==> config.mk <==
export PLATFORM = sky130hd
export DESIGN_NAME = rll_endec_write_and_host_port
export DESIGN_NICKNAME = d
export VERILOG_FILES = /design/src/hw/rll_endec_pkg.sv /design/src/hw/rll_endec_write_and_host_port.sv
export SDC_FILE = /design/constraint.sdc
export NUM_CORES = 1
export LEC_CHECK = 0
export ABC_AREA = 1
export BUFFER_PORTS_ARGS = -buffer_cell sky130_fd_sc_hd__buf_2
export CELL_PAD_IN_SITES_DETAIL_PLACEMENT = 1
export CELL_PAD_IN_SITES_GLOBAL_PLACEMENT = 1
export CORE_AREA = 2 2 137 139
export CTS_BUF_LIST = sky130_fd_sc_hd__clkbuf_8 sky130_fd_sc_hd__clkbuf_16
export DETAILED_ROUTE_END_ITERATION = 16
export DIE_AREA = 0 0 139 141
export PLACE_DENSITY_LB_ADDON = 0.1
export SKIP_LAST_GASP = 1
export SLEW_MARGIN = 20
export SYNTH_ARGS = -nofsm -noshare
export SYNTH_HDL_FRONTEND = slang
export SYNTH_SLANG_ARGS = --single-unit
==> constraint.sdc <==
create_clock -name i_clock -period 1.5 [get_ports i_clock]
set_input_delay 0.3 -clock i_clock [delete_from_list [all_inputs] [get_ports i_clock]]
set_output_delay 0.3 -clock i_clock [all_outputs]
set_load 0.03 [all_outputs]
==> src/hw/rll_endec_pkg.sv <==
`default_nettype none
package rll_endec_pkg;

  // ==========================================================================
  // Pin bundle as seen after synchronisation
  typedef struct packed {
    logic       read_gate_n;
    logic       write_gate_n;
    logic       addr_mark_enable_n;
    logic       sync_pattern_latch_n;
    logic       precomp_latch_n;
    logic       window_shift_latch_n;
    logic [2:0] shift_sel_n;          // shift_sel_bit2_n..shift_sel_bit0_n
    logic       window_shift_dir;
    logic       phase_detect_enable;
    logic       host_data_parity;
    logic [7:0] host_data_bus;
    logic       write_clock;
    logic       ref_oscillator;
    logic       recovered_byte_clock_src;
    logic       recovered_half_clock_src;
  } pin_t;

  // Idle level of every pin: gates and latch controls high
  localparam pin_t PINS_IDLE = '{read_gate_n: 1'b1, write_gate_n: 1'b1,
    addr_mark_enable_n: 1'b1, sync_pattern_latch_n: 1'b1, precomp_latch_n: 1'b1,
    window_shift_latch_n: 1'b1, shift_sel_n: 3'h7, window_shift_dir: 1'b1,
    phase_detect_enable: 1'b1, default: '0};

  // Byte plus parity on the host port
  typedef struct packed {
    logic       parity;
    logic [7:0] data;
  } host_word_t;

  // Queued write byte; mark is set from the sync byte onward
  typedef struct packed {
    logic       mark;
    logic [7:0] data;
  } queued_byte_t;

  // Latched shift settings (active high magnitudes)
  typedef struct packed {
    logic [2:0] mag;
    logic       dir;
  } shift_cfg_t;

  // ==========================================================================
  // Write sequencer states, Gray along the usual path
  typedef enum logic [2:0] {
    WR_IDLE   = 3'h0,
    WR_WAIT   = 3'h1,
    WR_AMARK  = 3'h3,
    WR_PREAMB = 3'h2,
    WR_DATA   = 3'h6
  } wr_state_t;

  // ==========================================================================
  // Channel framing
  localparam int         CH_PER_BYTE   = 12;           // ref oscillator rises per byte
  localparam logic [3:0] CH_LAST       = 4'hB;
  localparam logic [3:0] CH_HALF       = 4'h6;
  localparam logic [3:0] CH_QUARTER    = 4'h3;
  localparam logic [3:0] CH_3QUARTER   = 4'h9;
  localparam logic [5:0] AM_LAST       = 6'h27;        // 40 channel bits
  localparam logic [39:0] AM_PATTERN   = 40'h80_8080_0800; // 1,0x7,1,0x7,1,0x11,1,0x11
  localparam logic [5:0] PREAMB_BITS   = 6'h39;        // nineteen 3T patterns
  localparam logic [1:0] TRI_LAST      = 2'h2;
  localparam int         SYNC_TO_DATA  = 5;            // byte periods
  localparam logic [2:0] PRECOMP_OFF   = 3'h0;

endpackage : rll_endec_pkg
`default_nettype wire

==> src/hw/rll_endec_write_and_host_port.sv <==
`default_nettype none

// Summary of operation
// - Read gate high selects oscillator, drops lock
// - Soft write: mark 7,7,11,11 then 19 3T
// - Zero bytes during preamble; first nonzero syncs
// - Encoded data starts five byte periods later
// - Write output stops within two byte periods
// - Write bytes parity checked, flag until release
// - Sync latch falling edge checks sync parity
// - Parity output muxed by write gate
// - Hard sector: same changeover, no address mark
// - Sync latch transparent only in idle mode
// - Precomp latch transparent while control high
// - Window latch transparent while control high
// - Select bits steer precomp or window shift
// - Pattern based early or late bit shift
// - Address mark found tristate, latched, cleared
// - Byte clock muxed glitch free, oscillator/12
// - Sync found low aligned to next byte
// - Data port direction follows the gates
// - Read parity generated even
module rll_endec_write_and_host_port #(
  parameter int DELAY_BYTES = rll_endec_pkg::SYNC_TO_DATA
) (
  input  wire logic       i_clock,
  input  wire logic       i_arst_n,
  input  wire logic       i_read_gate_n,
  input  wire logic       i_write_gate_n,
  input  wire logic       i_addr_mark_enable_n,
  input  wire logic       i_sync_pattern_latch_n,
  input  wire logic       i_precomp_latch_n,
  input  wire logic       i_window_shift_latch_n,
  input  wire logic       i_shift_sel_bit0_n,
  input  wire logic       i_shift_sel_bit1_n,
  input  wire logic       i_shift_sel_bit2_n,
  input  wire logic       i_window_shift_dir,
  input  wire logic       i_phase_detect_enable,
  input  wire logic       i_hard_sector,
  input  wire logic       i_write_clock,
  input  wire logic       i_ref_oscillator,
  input  wire logic       i_recovered_byte_clock_src,
  input  wire logic       i_recovered_half_clock_src,
  input  wire logic [7:0] i_host_data_bus,
  input  wire logic       i_host_data_parity,
  input  wire logic       i_vco_lock,
  input  wire logic       i_addr_mark_detect,
  input  wire logic [7:0] i_read_byte,
  input  wire logic       i_read_byte_valid,
  output logic [7:0]      o_host_data_bus,
  output logic            o_host_data_parity,
  output logic            o_host_data_oe,
  output logic            o_encoded_write_out,
  output logic            o_precomp_early,
  output logic            o_precomp_late,
  output logic [1:0]      o_precomp_mag,
  output logic [2:0]      o_window_shift_mag,
  output logic            o_window_shift_dir,
  output logic            o_ref_from_oscillator,
  output logic            o_lock,
  output logic            o_byte_clock,
  output logic            o_half_byte_clock,
  output logic            o_sync_found_n,
  output logic            o_addr_mark_found_n,
  output logic            o_addr_mark_found_oe,
  output logic            o_parity_error_flag
);

  // ==========================================================================
  // Functions
  // Even parity over byte and parity bit: high means error
  function automatic logic parity_bad(input rll_endec_pkg::host_word_t w);
    parity_bad = ^{w.parity, w.data};
  endfunction

  // Base 2-to-3 channel map, substitution cases not applied
  function automatic logic [11:0] encode_byte(input logic [7:0] b);
    logic [11:0] c;
    c = '0;
    for (int i = 0; i < 4; i++) begin
      case (b[7-2*i -: 2])
        2'b00:   c[11-3*i -: 3] = 3'b101;
        2'b01:   c[11-3*i -: 3] = 3'b100;
        2'b10:   c[11-3*i -: 3] = 3'b001;
        default: c[11-3*i -: 3] = 3'b010;
      endcase
    end
    encode_byte = c;
  endfunction

  // ==========================================================================
  // Pin synchroniser
  rll_endec_pkg::pin_t pin_meta;
  rll_endec_pkg::pin_t pin;
  rll_endec_pkg::pin_t pin_last;
  rll_endec_pkg::pin_t pin_raw;

  always_comb begin
    pin_raw = '{i_read_gate_n, i_write_gate_n, i_addr_mark_enable_n, i_sync_pattern_latch_n,
                i_precomp_latch_n, i_window_shift_latch_n,
                {i_shift_sel_bit2_n, i_shift_sel_bit1_n, i_shift_sel_bit0_n},
                i_window_shift_dir, i_phase_detect_enable, i_host_data_parity,
                i_host_data_bus, i_write_clock, i_ref_oscillator,
                i_recovered_byte_clock_src, i_recovered_half_clock_src};
  end

  // Two stages, then a copy for edge finding
  always_ff @(posedge i_clock or negedge i_arst_n) begin
    if (!i_arst_n) begin
      pin_meta <= rll_endec_pkg::PINS_IDLE;
      pin      <= rll_endec_pkg::PINS_IDLE;
      pin_last <= rll_endec_pkg::PINS_IDLE;
    end else begin
      pin_meta <= pin_raw;
      pin      <= pin_meta;
      pin_last <= pin;
    end
  end

  logic osc_rise;
  logic wclk_rise;
  logic sbl_fall;
  logic idle_mode;
  logic write_mode;
  logic read_mode;
  rll_endec_pkg::host_word_t bus_word;

  assign osc_rise   = pin.ref_oscillator & ~pin_last.ref_oscillator;
  assign wclk_rise  = pin.write_clock & ~pin_last.write_clock;
  assign sbl_fall   = ~pin.sync_pattern_latch_n & pin_last.sync_pattern_latch_n;
  assign write_mode = ~pin.write_gate_n;
  assign read_mode  = ~pin.read_gate_n;
  assign idle_mode  = pin.write_gate_n & pin.read_gate_n & pin.addr_mark_enable_n;
  assign bus_word   = '{parity: pin.host_data_parity, data: pin.host_data_bus};

  // ==========================================================================
  // Reference selection and lock
  // Oscillator reference whenever read gate is high or loop is opened
  always_ff @(posedge i_clock or negedge i_arst_n) begin
    if (!i_arst_n) begin
      o_ref_from_oscillator <= 1'b1;
      o_lock                <= 1'b0;
    end else begin
      o_ref_from_oscillator <= ~read_mode | ~pin.phase_detect_enable;
      o_lock                <= read_mode & (o_lock | i_vco_lock);
    end
  end

  // ==========================================================================
  // Control latches
  logic [1:0]                precomp_sel;
  rll_endec_pkg::shift_cfg_t window_cfg;
  rll_endec_pkg::host_word_t sync_word;

  // Transparent while control high, hold while low
  always_ff @(posedge i_clock or negedge i_arst_n) begin
    if (!i_arst_n) begin
      precomp_sel <= '0;
      window_cfg  <= '0;
    end else begin
      if (pin.precomp_latch_n)
        precomp_sel <= ~pin.shift_sel_n[1:0];
      if (pin.window_shift_latch_n)
        window_cfg <= '{mag: ~pin.shift_sel_n, dir: pin.window_shift_dir};
    end
  end

  // Sync pattern follows the bus only in idle mode with control high
  always_ff @(posedge i_clock or negedge i_arst_n) begin
    if (!i_arst_n)
      sync_word <= '0;
    else if (idle_mode && pin.sync_pattern_latch_n)
      sync_word <= bus_word;
  end

  // Magnitudes steered by the current mode
  always_ff @(posedge i_clock or negedge i_arst_n) begin
    if (!i_arst_n) begin
      o_precomp_mag      <= '0;
      o_window_shift_mag <= '0;
      o_window_shift_dir <= 1'b0;
    end else begin
      o_precomp_mag      <= write_mode ? precomp_sel : 2'h0;
      o_window_shift_mag <= read_mode ? window_cfg.mag : rll_endec_pkg::PRECOMP_OFF;
      o_window_shift_dir <= read_mode & window_cfg.dir;
    end
  end

  // ==========================================================================
  // Parity flags
  logic wr_parity_error_flag;
  logic sb_parity_error_flag;

  // Write flag set per write clock load, cleared by release
  always_ff @(posedge i_clock or negedge i_arst_n) begin
    if (!i_arst_n) begin
      wr_parity_error_flag <= 1'b0;
      sb_parity_error_flag <= 1'b0;
    end else begin
      if (write_mode && wclk_rise && parity_bad(bus_word))
        wr_parity_error_flag <= 1'b1;
      else if (!write_mode)
        wr_parity_error_flag <= 1'b0;
      if (sbl_fall)
        sb_parity_error_flag <= parity_bad(sync_word);
      else if (pin.sync_pattern_latch_n)
        sb_parity_error_flag <= 1'b0;
    end
  end

  always_ff @(posedge i_clock or negedge i_arst_n) begin
    if (!i_arst_n)
      o_parity_error_flag <= 1'b0;
    else
      o_parity_error_flag <= write_mode ? wr_parity_error_flag : sb_parity_error_flag;
  end

  // ==========================================================================
  // Write byte capture and delay line
  logic [7:0]                  wr_byte;
  logic                        sync_seen;
  rll_endec_pkg::queued_byte_t queue [DELAY_BYTES];
  logic [3:0]                  ch_cnt;
  logic                        byte_tick;
  rll_endec_pkg::wr_state_t    wstate;

  assign byte_tick = osc_rise && (ch_cnt == rll_endec_pkg::CH_LAST);

  // Byte taken on each write clock rise
  always_ff @(posedge i_clock or negedge i_arst_n) begin
    if (!i_arst_n) begin
      wr_byte   <= '0;
      sync_seen <= 1'b0;
    end else if (wstate == rll_endec_pkg::WR_IDLE) begin
      wr_byte   <= '0;
      sync_seen <= 1'b0;
    end else if (wclk_rise) begin
      wr_byte   <= pin.host_data_bus;
      sync_seen <= sync_seen | (|pin.host_data_bus);
    end
  end

  // One stage per byte period; sync byte emerges after DELAY_BYTES
  always_ff @(posedge i_clock or negedge i_arst_n) begin
    if (!i_arst_n) begin
      for (int i = 0; i < DELAY_BYTES; i++)
        queue[i] <= '0;
    end else if (wstate == rll_endec_pkg::WR_IDLE) begin
      for (int i = 0; i < DELAY_BYTES; i++)
        queue[i] <= '0;
    end else if (byte_tick) begin
      queue[0] <= '{mark: sync_seen, data: wr_byte};
      for (int i = 1; i < DELAY_BYTES; i++)
        queue[i] <= queue[i-1];
    end
  end

  // ==========================================================================
  // Channel bit sequencer, one bit per oscillator rise
  logic [5:0]  pidx;
  logic [1:0]  tri_cnt;
  logic [11:0] shreg;
  logic        ch_bit;
  logic [4:0]  hist;

  // Byte divider: twelve oscillator rises per byte
  always_ff @(posedge i_clock or negedge i_arst_n) begin
    if (!i_arst_n)
      ch_cnt <= '0;
    else if (osc_rise)
      ch_cnt <= byte_tick ? 4'h0 : ch_cnt + 4'h1;
  end

  always_comb begin
    case (wstate)
      rll_endec_pkg::WR_AMARK:  ch_bit = rll_endec_pkg::AM_PATTERN[6'd39 - pidx];
      rll_endec_pkg::WR_PREAMB: ch_bit = (tri_cnt == 2'h0);
      rll_endec_pkg::WR_DATA:   ch_bit = shreg[11];
      default:                  ch_bit = 1'b0;
    endcase
  end

  // Write sequence: wait, mark, preamble, data, stop on release
  always_ff @(posedge i_clock or negedge i_arst_n) begin
    if (!i_arst_n) begin
      wstate  <= rll_endec_pkg::WR_IDLE;
      pidx    <= '0;
      tri_cnt <= '0;
      shreg   <= '0;
    end else begin
      if (osc_rise) begin
        tri_cnt <= (tri_cnt == rll_endec_pkg::TRI_LAST) ? 2'h0 : tri_cnt + 2'h1;
        shreg   <= {shreg[10:0], 1'b0};
        if (pidx != 6'h3F)
          pidx <= pidx + 6'h1;
      end
      case (wstate)
        rll_endec_pkg::WR_IDLE: begin
          if (write_mode)
            wstate <= rll_endec_pkg::WR_WAIT;
        end
        rll_endec_pkg::WR_WAIT: begin
          if (!write_mode)
            wstate <= rll_endec_pkg::WR_IDLE;
          else if (byte_tick && (i_hard_sector || !pin.addr_mark_enable_n)) begin
            wstate  <= i_hard_sector ? rll_endec_pkg::WR_PREAMB
                                     : rll_endec_pkg::WR_AMARK;
            pidx    <= '0;
            tri_cnt <= '0;
          end
        end
        rll_endec_pkg::WR_AMARK: begin
          if (byte_tick && !write_mode)
            wstate <= rll_endec_pkg::WR_IDLE;
          else if (osc_rise && pidx == rll_endec_pkg::AM_LAST) begin
            wstate  <= rll_endec_pkg::WR_PREAMB;
            pidx    <= '0;
            tri_cnt <= '0;
          end
        end
        rll_endec_pkg::WR_PREAMB: begin
          if (byte_tick && !write_mode)
            wstate <= rll_endec_pkg::WR_IDLE;
          else if (byte_tick && pidx >= rll_endec_pkg::PREAMB_BITS
                   && queue[DELAY_BYTES-1].mark) begin
            wstate <= rll_endec_pkg::WR_DATA;
            shreg  <= encode_byte(queue[DELAY_BYTES-1].data);
          end
        end
        rll_endec_pkg::WR_DATA: begin
          if (byte_tick && !write_mode)
            wstate <= rll_endec_pkg::WR_IDLE;
          else if (byte_tick)
            shreg <= encode_byte(queue[DELAY_BYTES-1].data);
        end
        default: wstate <= rll_endec_pkg::WR_IDLE;
      endcase
    end
  end

  // ==========================================================================
  // Precompensation and write output toggle
  // Centre bit of a five bit window is written, neighbours decide shift
  always_ff @(posedge i_clock or negedge i_arst_n) begin
    if (!i_arst_n) begin
      hist                <= '0;
      o_encoded_write_out <= 1'b0;
      o_precomp_early     <= 1'b0;
      o_precomp_late      <= 1'b0;
    end else if (osc_rise) begin
      hist <= {hist[3:0], ch_bit};
      if (hist[2]) begin
        o_encoded_write_out <= ~o_encoded_write_out;
        o_precomp_early     <= hist[1] | (hist[0] & ~hist[4] & ~hist[3]);
        o_precomp_late      <= hist[3] | (hist[4] & ~hist[0] & ~hist[1]);
      end
    end
  end

  // ==========================================================================
  // Read side: sync detection, data port, parity generation
  logic sync_hit;

  always_ff @(posedge i_clock or negedge i_arst_n) begin
    if (!i_arst_n) begin
      sync_hit          <= 1'b0;
      o_sync_found_n    <= 1'b1;
      o_host_data_bus   <= '0;
      o_host_data_parity<= 1'b0;
    end else if (!read_mode) begin
      sync_hit       <= 1'b0;
      o_sync_found_n <= 1'b1;
    end else if (i_read_byte_valid) begin
      o_host_data_bus    <= i_read_byte;
      o_host_data_parity <= ^i_read_byte;
      if (!sync_hit && i_read_byte == sync_word.data)
        sync_hit <= 1'b1;
      else if (sync_hit)
        o_sync_found_n <= 1'b0;
    end
  end

  // Drive only in read mode; write and sync input otherwise
  always_ff @(posedge i_clock or negedge i_arst_n) begin
    if (!i_arst_n)
      o_host_data_oe <= 1'b0;
    else
      o_host_data_oe <= read_mode & ~write_mode;
  end

  // ==========================================================================
  // Address mark found output
  always_ff @(posedge i_clock or negedge i_arst_n) begin
    if (!i_arst_n) begin
      o_addr_mark_found_n  <= 1'b1;
      o_addr_mark_found_oe <= 1'b0;
    end else begin
      o_addr_mark_found_oe <= ~write_mode & ~pin.addr_mark_enable_n;
      if (pin.addr_mark_enable_n)
        o_addr_mark_found_n <= 1'b1;
      else if (i_addr_mark_detect)
        o_addr_mark_found_n <= 1'b0;
    end
  end

  // ==========================================================================
  // Byte and half-byte clock mux
  logic use_read_clk;
  logic osc_byte_clk;
  logic osc_half_clk;

  assign osc_byte_clk = (ch_cnt < rll_endec_pkg::CH_HALF);
  assign osc_half_clk = (ch_cnt < rll_endec_pkg::CH_QUARTER)
                      | ((ch_cnt >= rll_endec_pkg::CH_HALF) && (ch_cnt < rll_endec_pkg::CH_3QUARTER));

  // Source swaps only while both byte clocks are low, so no runt pulse on o_byte_clock
  always_ff @(posedge i_clock or negedge i_arst_n) begin
    if (!i_arst_n) begin
      use_read_clk      <= 1'b0;
      o_byte_clock      <= 1'b0;
      o_half_byte_clock <= 1'b0;
    end else begin
      if (!osc_byte_clk && !pin.recovered_byte_clock_src)
        use_read_clk <= read_mode & sync_hit;
      o_byte_clock      <= use_read_clk ? pin.recovered_byte_clock_src : osc_byte_clk;
      o_half_byte_clock <= use_read_clk ? pin.recovered_half_clock_src : osc_half_clk;
    end
  end

endmodule // rll_endec_write_and_host_port
`default_nettype wire

==> flow_summary.toml <==
[power]
p_sw_share_pct = 34.9
p_clk_share_pct = 29.9
p_comb_share_pct = 29.1
power_mw = 14.8
p_switching_mw = 5.18
seqPwrFrac_pct = 41.0
p_per_area_nw_per_um2 = 1500
p_int_mw = 9.66
power.leakage_nw = 4.86
peakVddDrop_uv = 849

[synthesis]
ys_types = 39
seq_area_frac_synth_pct = 61.8
synthFlopType = "dfrtp_1"
syn_area_per_cell_um2 = 9.88
yosysTopAreaCell = "dfrtp_1"
ys_warn_count = 0
syn_area_um2 = 7460
async_flop_share_pct = 100
syn_nets = 806
syn-instance-count = 755
synth_top_cell_area_share_pct = 52.7
yosys-top-cells-area = "dfrtp_1 (53%), dfstp_2 (9.2%), nand2_1 (8.7%)"
ys_ff_latch = 183
synth_edf_count = 0

[sta]
drv_slew = 0
post-route-period-util_pct = 108
setup_violations = 62
fin_crit_ns = 1.62
slew_headroom_pct = 73.9
hold_viol = 0
rsz0062_at_grt = "true"
finalClockSkew_ns = 0.00951
worst_pin_slew_ns = 0.391
clock.fmax_mhz = 616
finalSetupTns_ns = -3.27
hold_slack_ns = 0.0424
setup_ws_ns = -0.124

[global_route]
track_usage_pct = 18.6
overflow = 0
grt_max_degree = 71
antenna_found_initial = 0
grt_pass1_wl_um = 29500
grt_pass1_vias = 6227

[finish]
layoutNonFillerInstCount = 1156
final_nets = 960
antennaDiodeCount = 0
syn2layout_area_growth_pct = 32.8
nFillCells = 2047
drive_above_1_share_pct = 31.0
final_cell_mix = "nand2_1 (158), dfrtp_1 (156), inv_1 (72)"
final_common_cell = "nand2_1"

[critical_path]
critPathRequiredTime_ns = 1.86
crit_start = "ch_cnt[1]$_DFFE_PN0N_"
reg2reg_from = "ch_cnt[1]$_DFFE_PN0N_"
path_max_fanout = 7
critical_path_class = "reg2reg"
slowest_stage = "dfrtp_1"
path_common_cell = "nand3_4"
end_kind = "flop"
worstPathCellList = "ha_4 -> nand3_4 -> nor2_8 -> nand2_2 -> nor2_4 -> nand3_4 -> buf_6 -> nand3_2 -> nand2_1 -> inv_1"
worstSetupStartpointType = "flop"
arrival_ns = 1.99
max_stage_delay_ns = 0.40

[route]
drt_iter0_drc = 236
wl_um = 17900
drtAntennaViolNets = 0
via_per_inst = 4.88
vias = 5639
drc = 0
first_pass_iters = 4
avgRoutedWirePerCell_um = 15.5

[die]
dieHeight_um = 141
die_area_um2 = 19600
dieWidth_um = 139
start_util_pct = 40.8
core_um2 = 18300
ioPinCount = 65
rows = 50

[cts]
clk_pin_slew_ns = 0.07
cts_tree = "yes"
clk-insertion-delay-late_ns = 0.43
cts_sinks = 183
cts_root_buffer = "clkbuf_16"
htree_levels = 4
cts_buffer_depth = 2
cts_inserted_buffers = 17

[place]
dp.cells = 1077
dp_hpwl_um = 11700
dp_slack_ns = -0.167
io_buffers = 64
place_congestion = 0.816

[run_status]
outcome = "complete, but fails checks"
violations = "negative setup slack"

[worst_hold_path]
hold_class = "in2reg"
min_from = "i_addr_mark_detect"

[job]
cap_violations = 0
[path summary, 6_finish.rpt]
path | slack (ns) | depth (start not counted) | endpoint
worst min register to register | 0.35 | 0 | bus_word[3]$_DFF_PN0_
worst max register to register | -0.12 | 10 | shreg[9]$_DFF_PN0_
worst max-delay path | -0.12 | 10 | shreg[9]$_DFF_PN0_
worst min-delay path | 0.04 | 2 | o_addr_mark_found_n$_DFFE_PN1P_
min in group asynchronous | 0.28 | 2 | o_precomp_early$_DFFE_PN0P_
max in group asynchronous | 0.58 | 3 | queue[4]$_DFFE_PN0P_
[power by group through the flow]
stage          registers (mW)  logic [mW]  clock network (mW)
3_5_place_dp             6.14        3.73                   0
5_1_grt                  6.17        4.79                4.75
3_3_place_gp             6.10        3.59                   0
4_1_cts                  6.06        3.95                4.57
6_report                 6.08        4.31                4.44
2_1_floorplan            6.28        2.11                   0
[critical path: cells and delay by family (launching register included)]
kind	cells	cell delay, ns
DFF	1	0.40
buffers and inverters	2	0.23
and+or+nand+nor	7	0.74
adders and majority gates	1	0.17
[synth_stat cells (all sizes together), types with 2 or more instances]
master and n:
nand3b 3, or2 2, o22ai 3, buf 16, inv 84, dfrtp 157
mux2i 4, nand3 82, dfstp 26, o21ai 57, xnor2 17, clkbuf 8
a21oi 19, ha 13, nor4 3, nor3 6, o31ai 7, o21bai 2
nor2 48, xor2 9, mux2 6, nand2 176
[state kept, by name, summed over array words and instances, names as in the netlist, 5 cells and up]
signal and cells:
hist 5, pidx 6, o_host_data_bus 8, pin 15, sync_word 9, shreg 12, bus_word 9, pin_meta 24
queue 45, wr_byte 8
[cells by family after synthesis]
logic type,count (synthesis),share of synthesized area (%)
buffers and inverters,109,5.79
flip-flops,183,61.8
AND/OR/NAND/NOR,322,19.0
multiplexers,10,1.44
adder cells (fa/ha/maj),13,2.18
XOR/XNOR,26,3.05
AO/OA/AOI/OAI,92,6.73
[stage by stage]
step           area [µm²]  util, %
2_1_floorplan        7470        -
3_3_place_gp         8440     46.2
3_5_place_dp         8440     46.2
4_1_cts              9480     51.9
5_1_grt              9910     54.2
6_report             9910     54.2
[routing by layer]
| metal | track usage [%] | up-vias | routed length [µm] |
|---|---|---|---|
| met2 | 33.8 | 62 | 9580 |
| met1 | 22.3 | 2839 | 7710 |
| met4 | 5.90 | 0 | 248 |
| met5 | 0 | - | 0 |
| li1 | - | 2719 | - |
| met3 | 3.67 | 19 | 375 |
[cell type report]
class                   count  area (µm²)  area share [%]
repair inverters            1        7.51          0.0758
well taps                 234         293            2.96
flip-flops and latches    183        4610            46.6
clock inverters            13         128            1.29
repair buffers            157        1270            12.8
clock buffers              19         464            4.69
multi-input cells         464        2800            28.3
inverters                  85         330            3.33
[repair_timing]
action | CTS | global route
endpoints found under the setup margin | 61 | 82
pin swaps | 4 | 16
hold buffers | 25 | 0
cloned | 2 | 3
setup buffers | 6 | 11
endpoints found under the hold margin | 65 | 0
resized for setup | 32 | 71
Power figures use the tool's default switching activity.
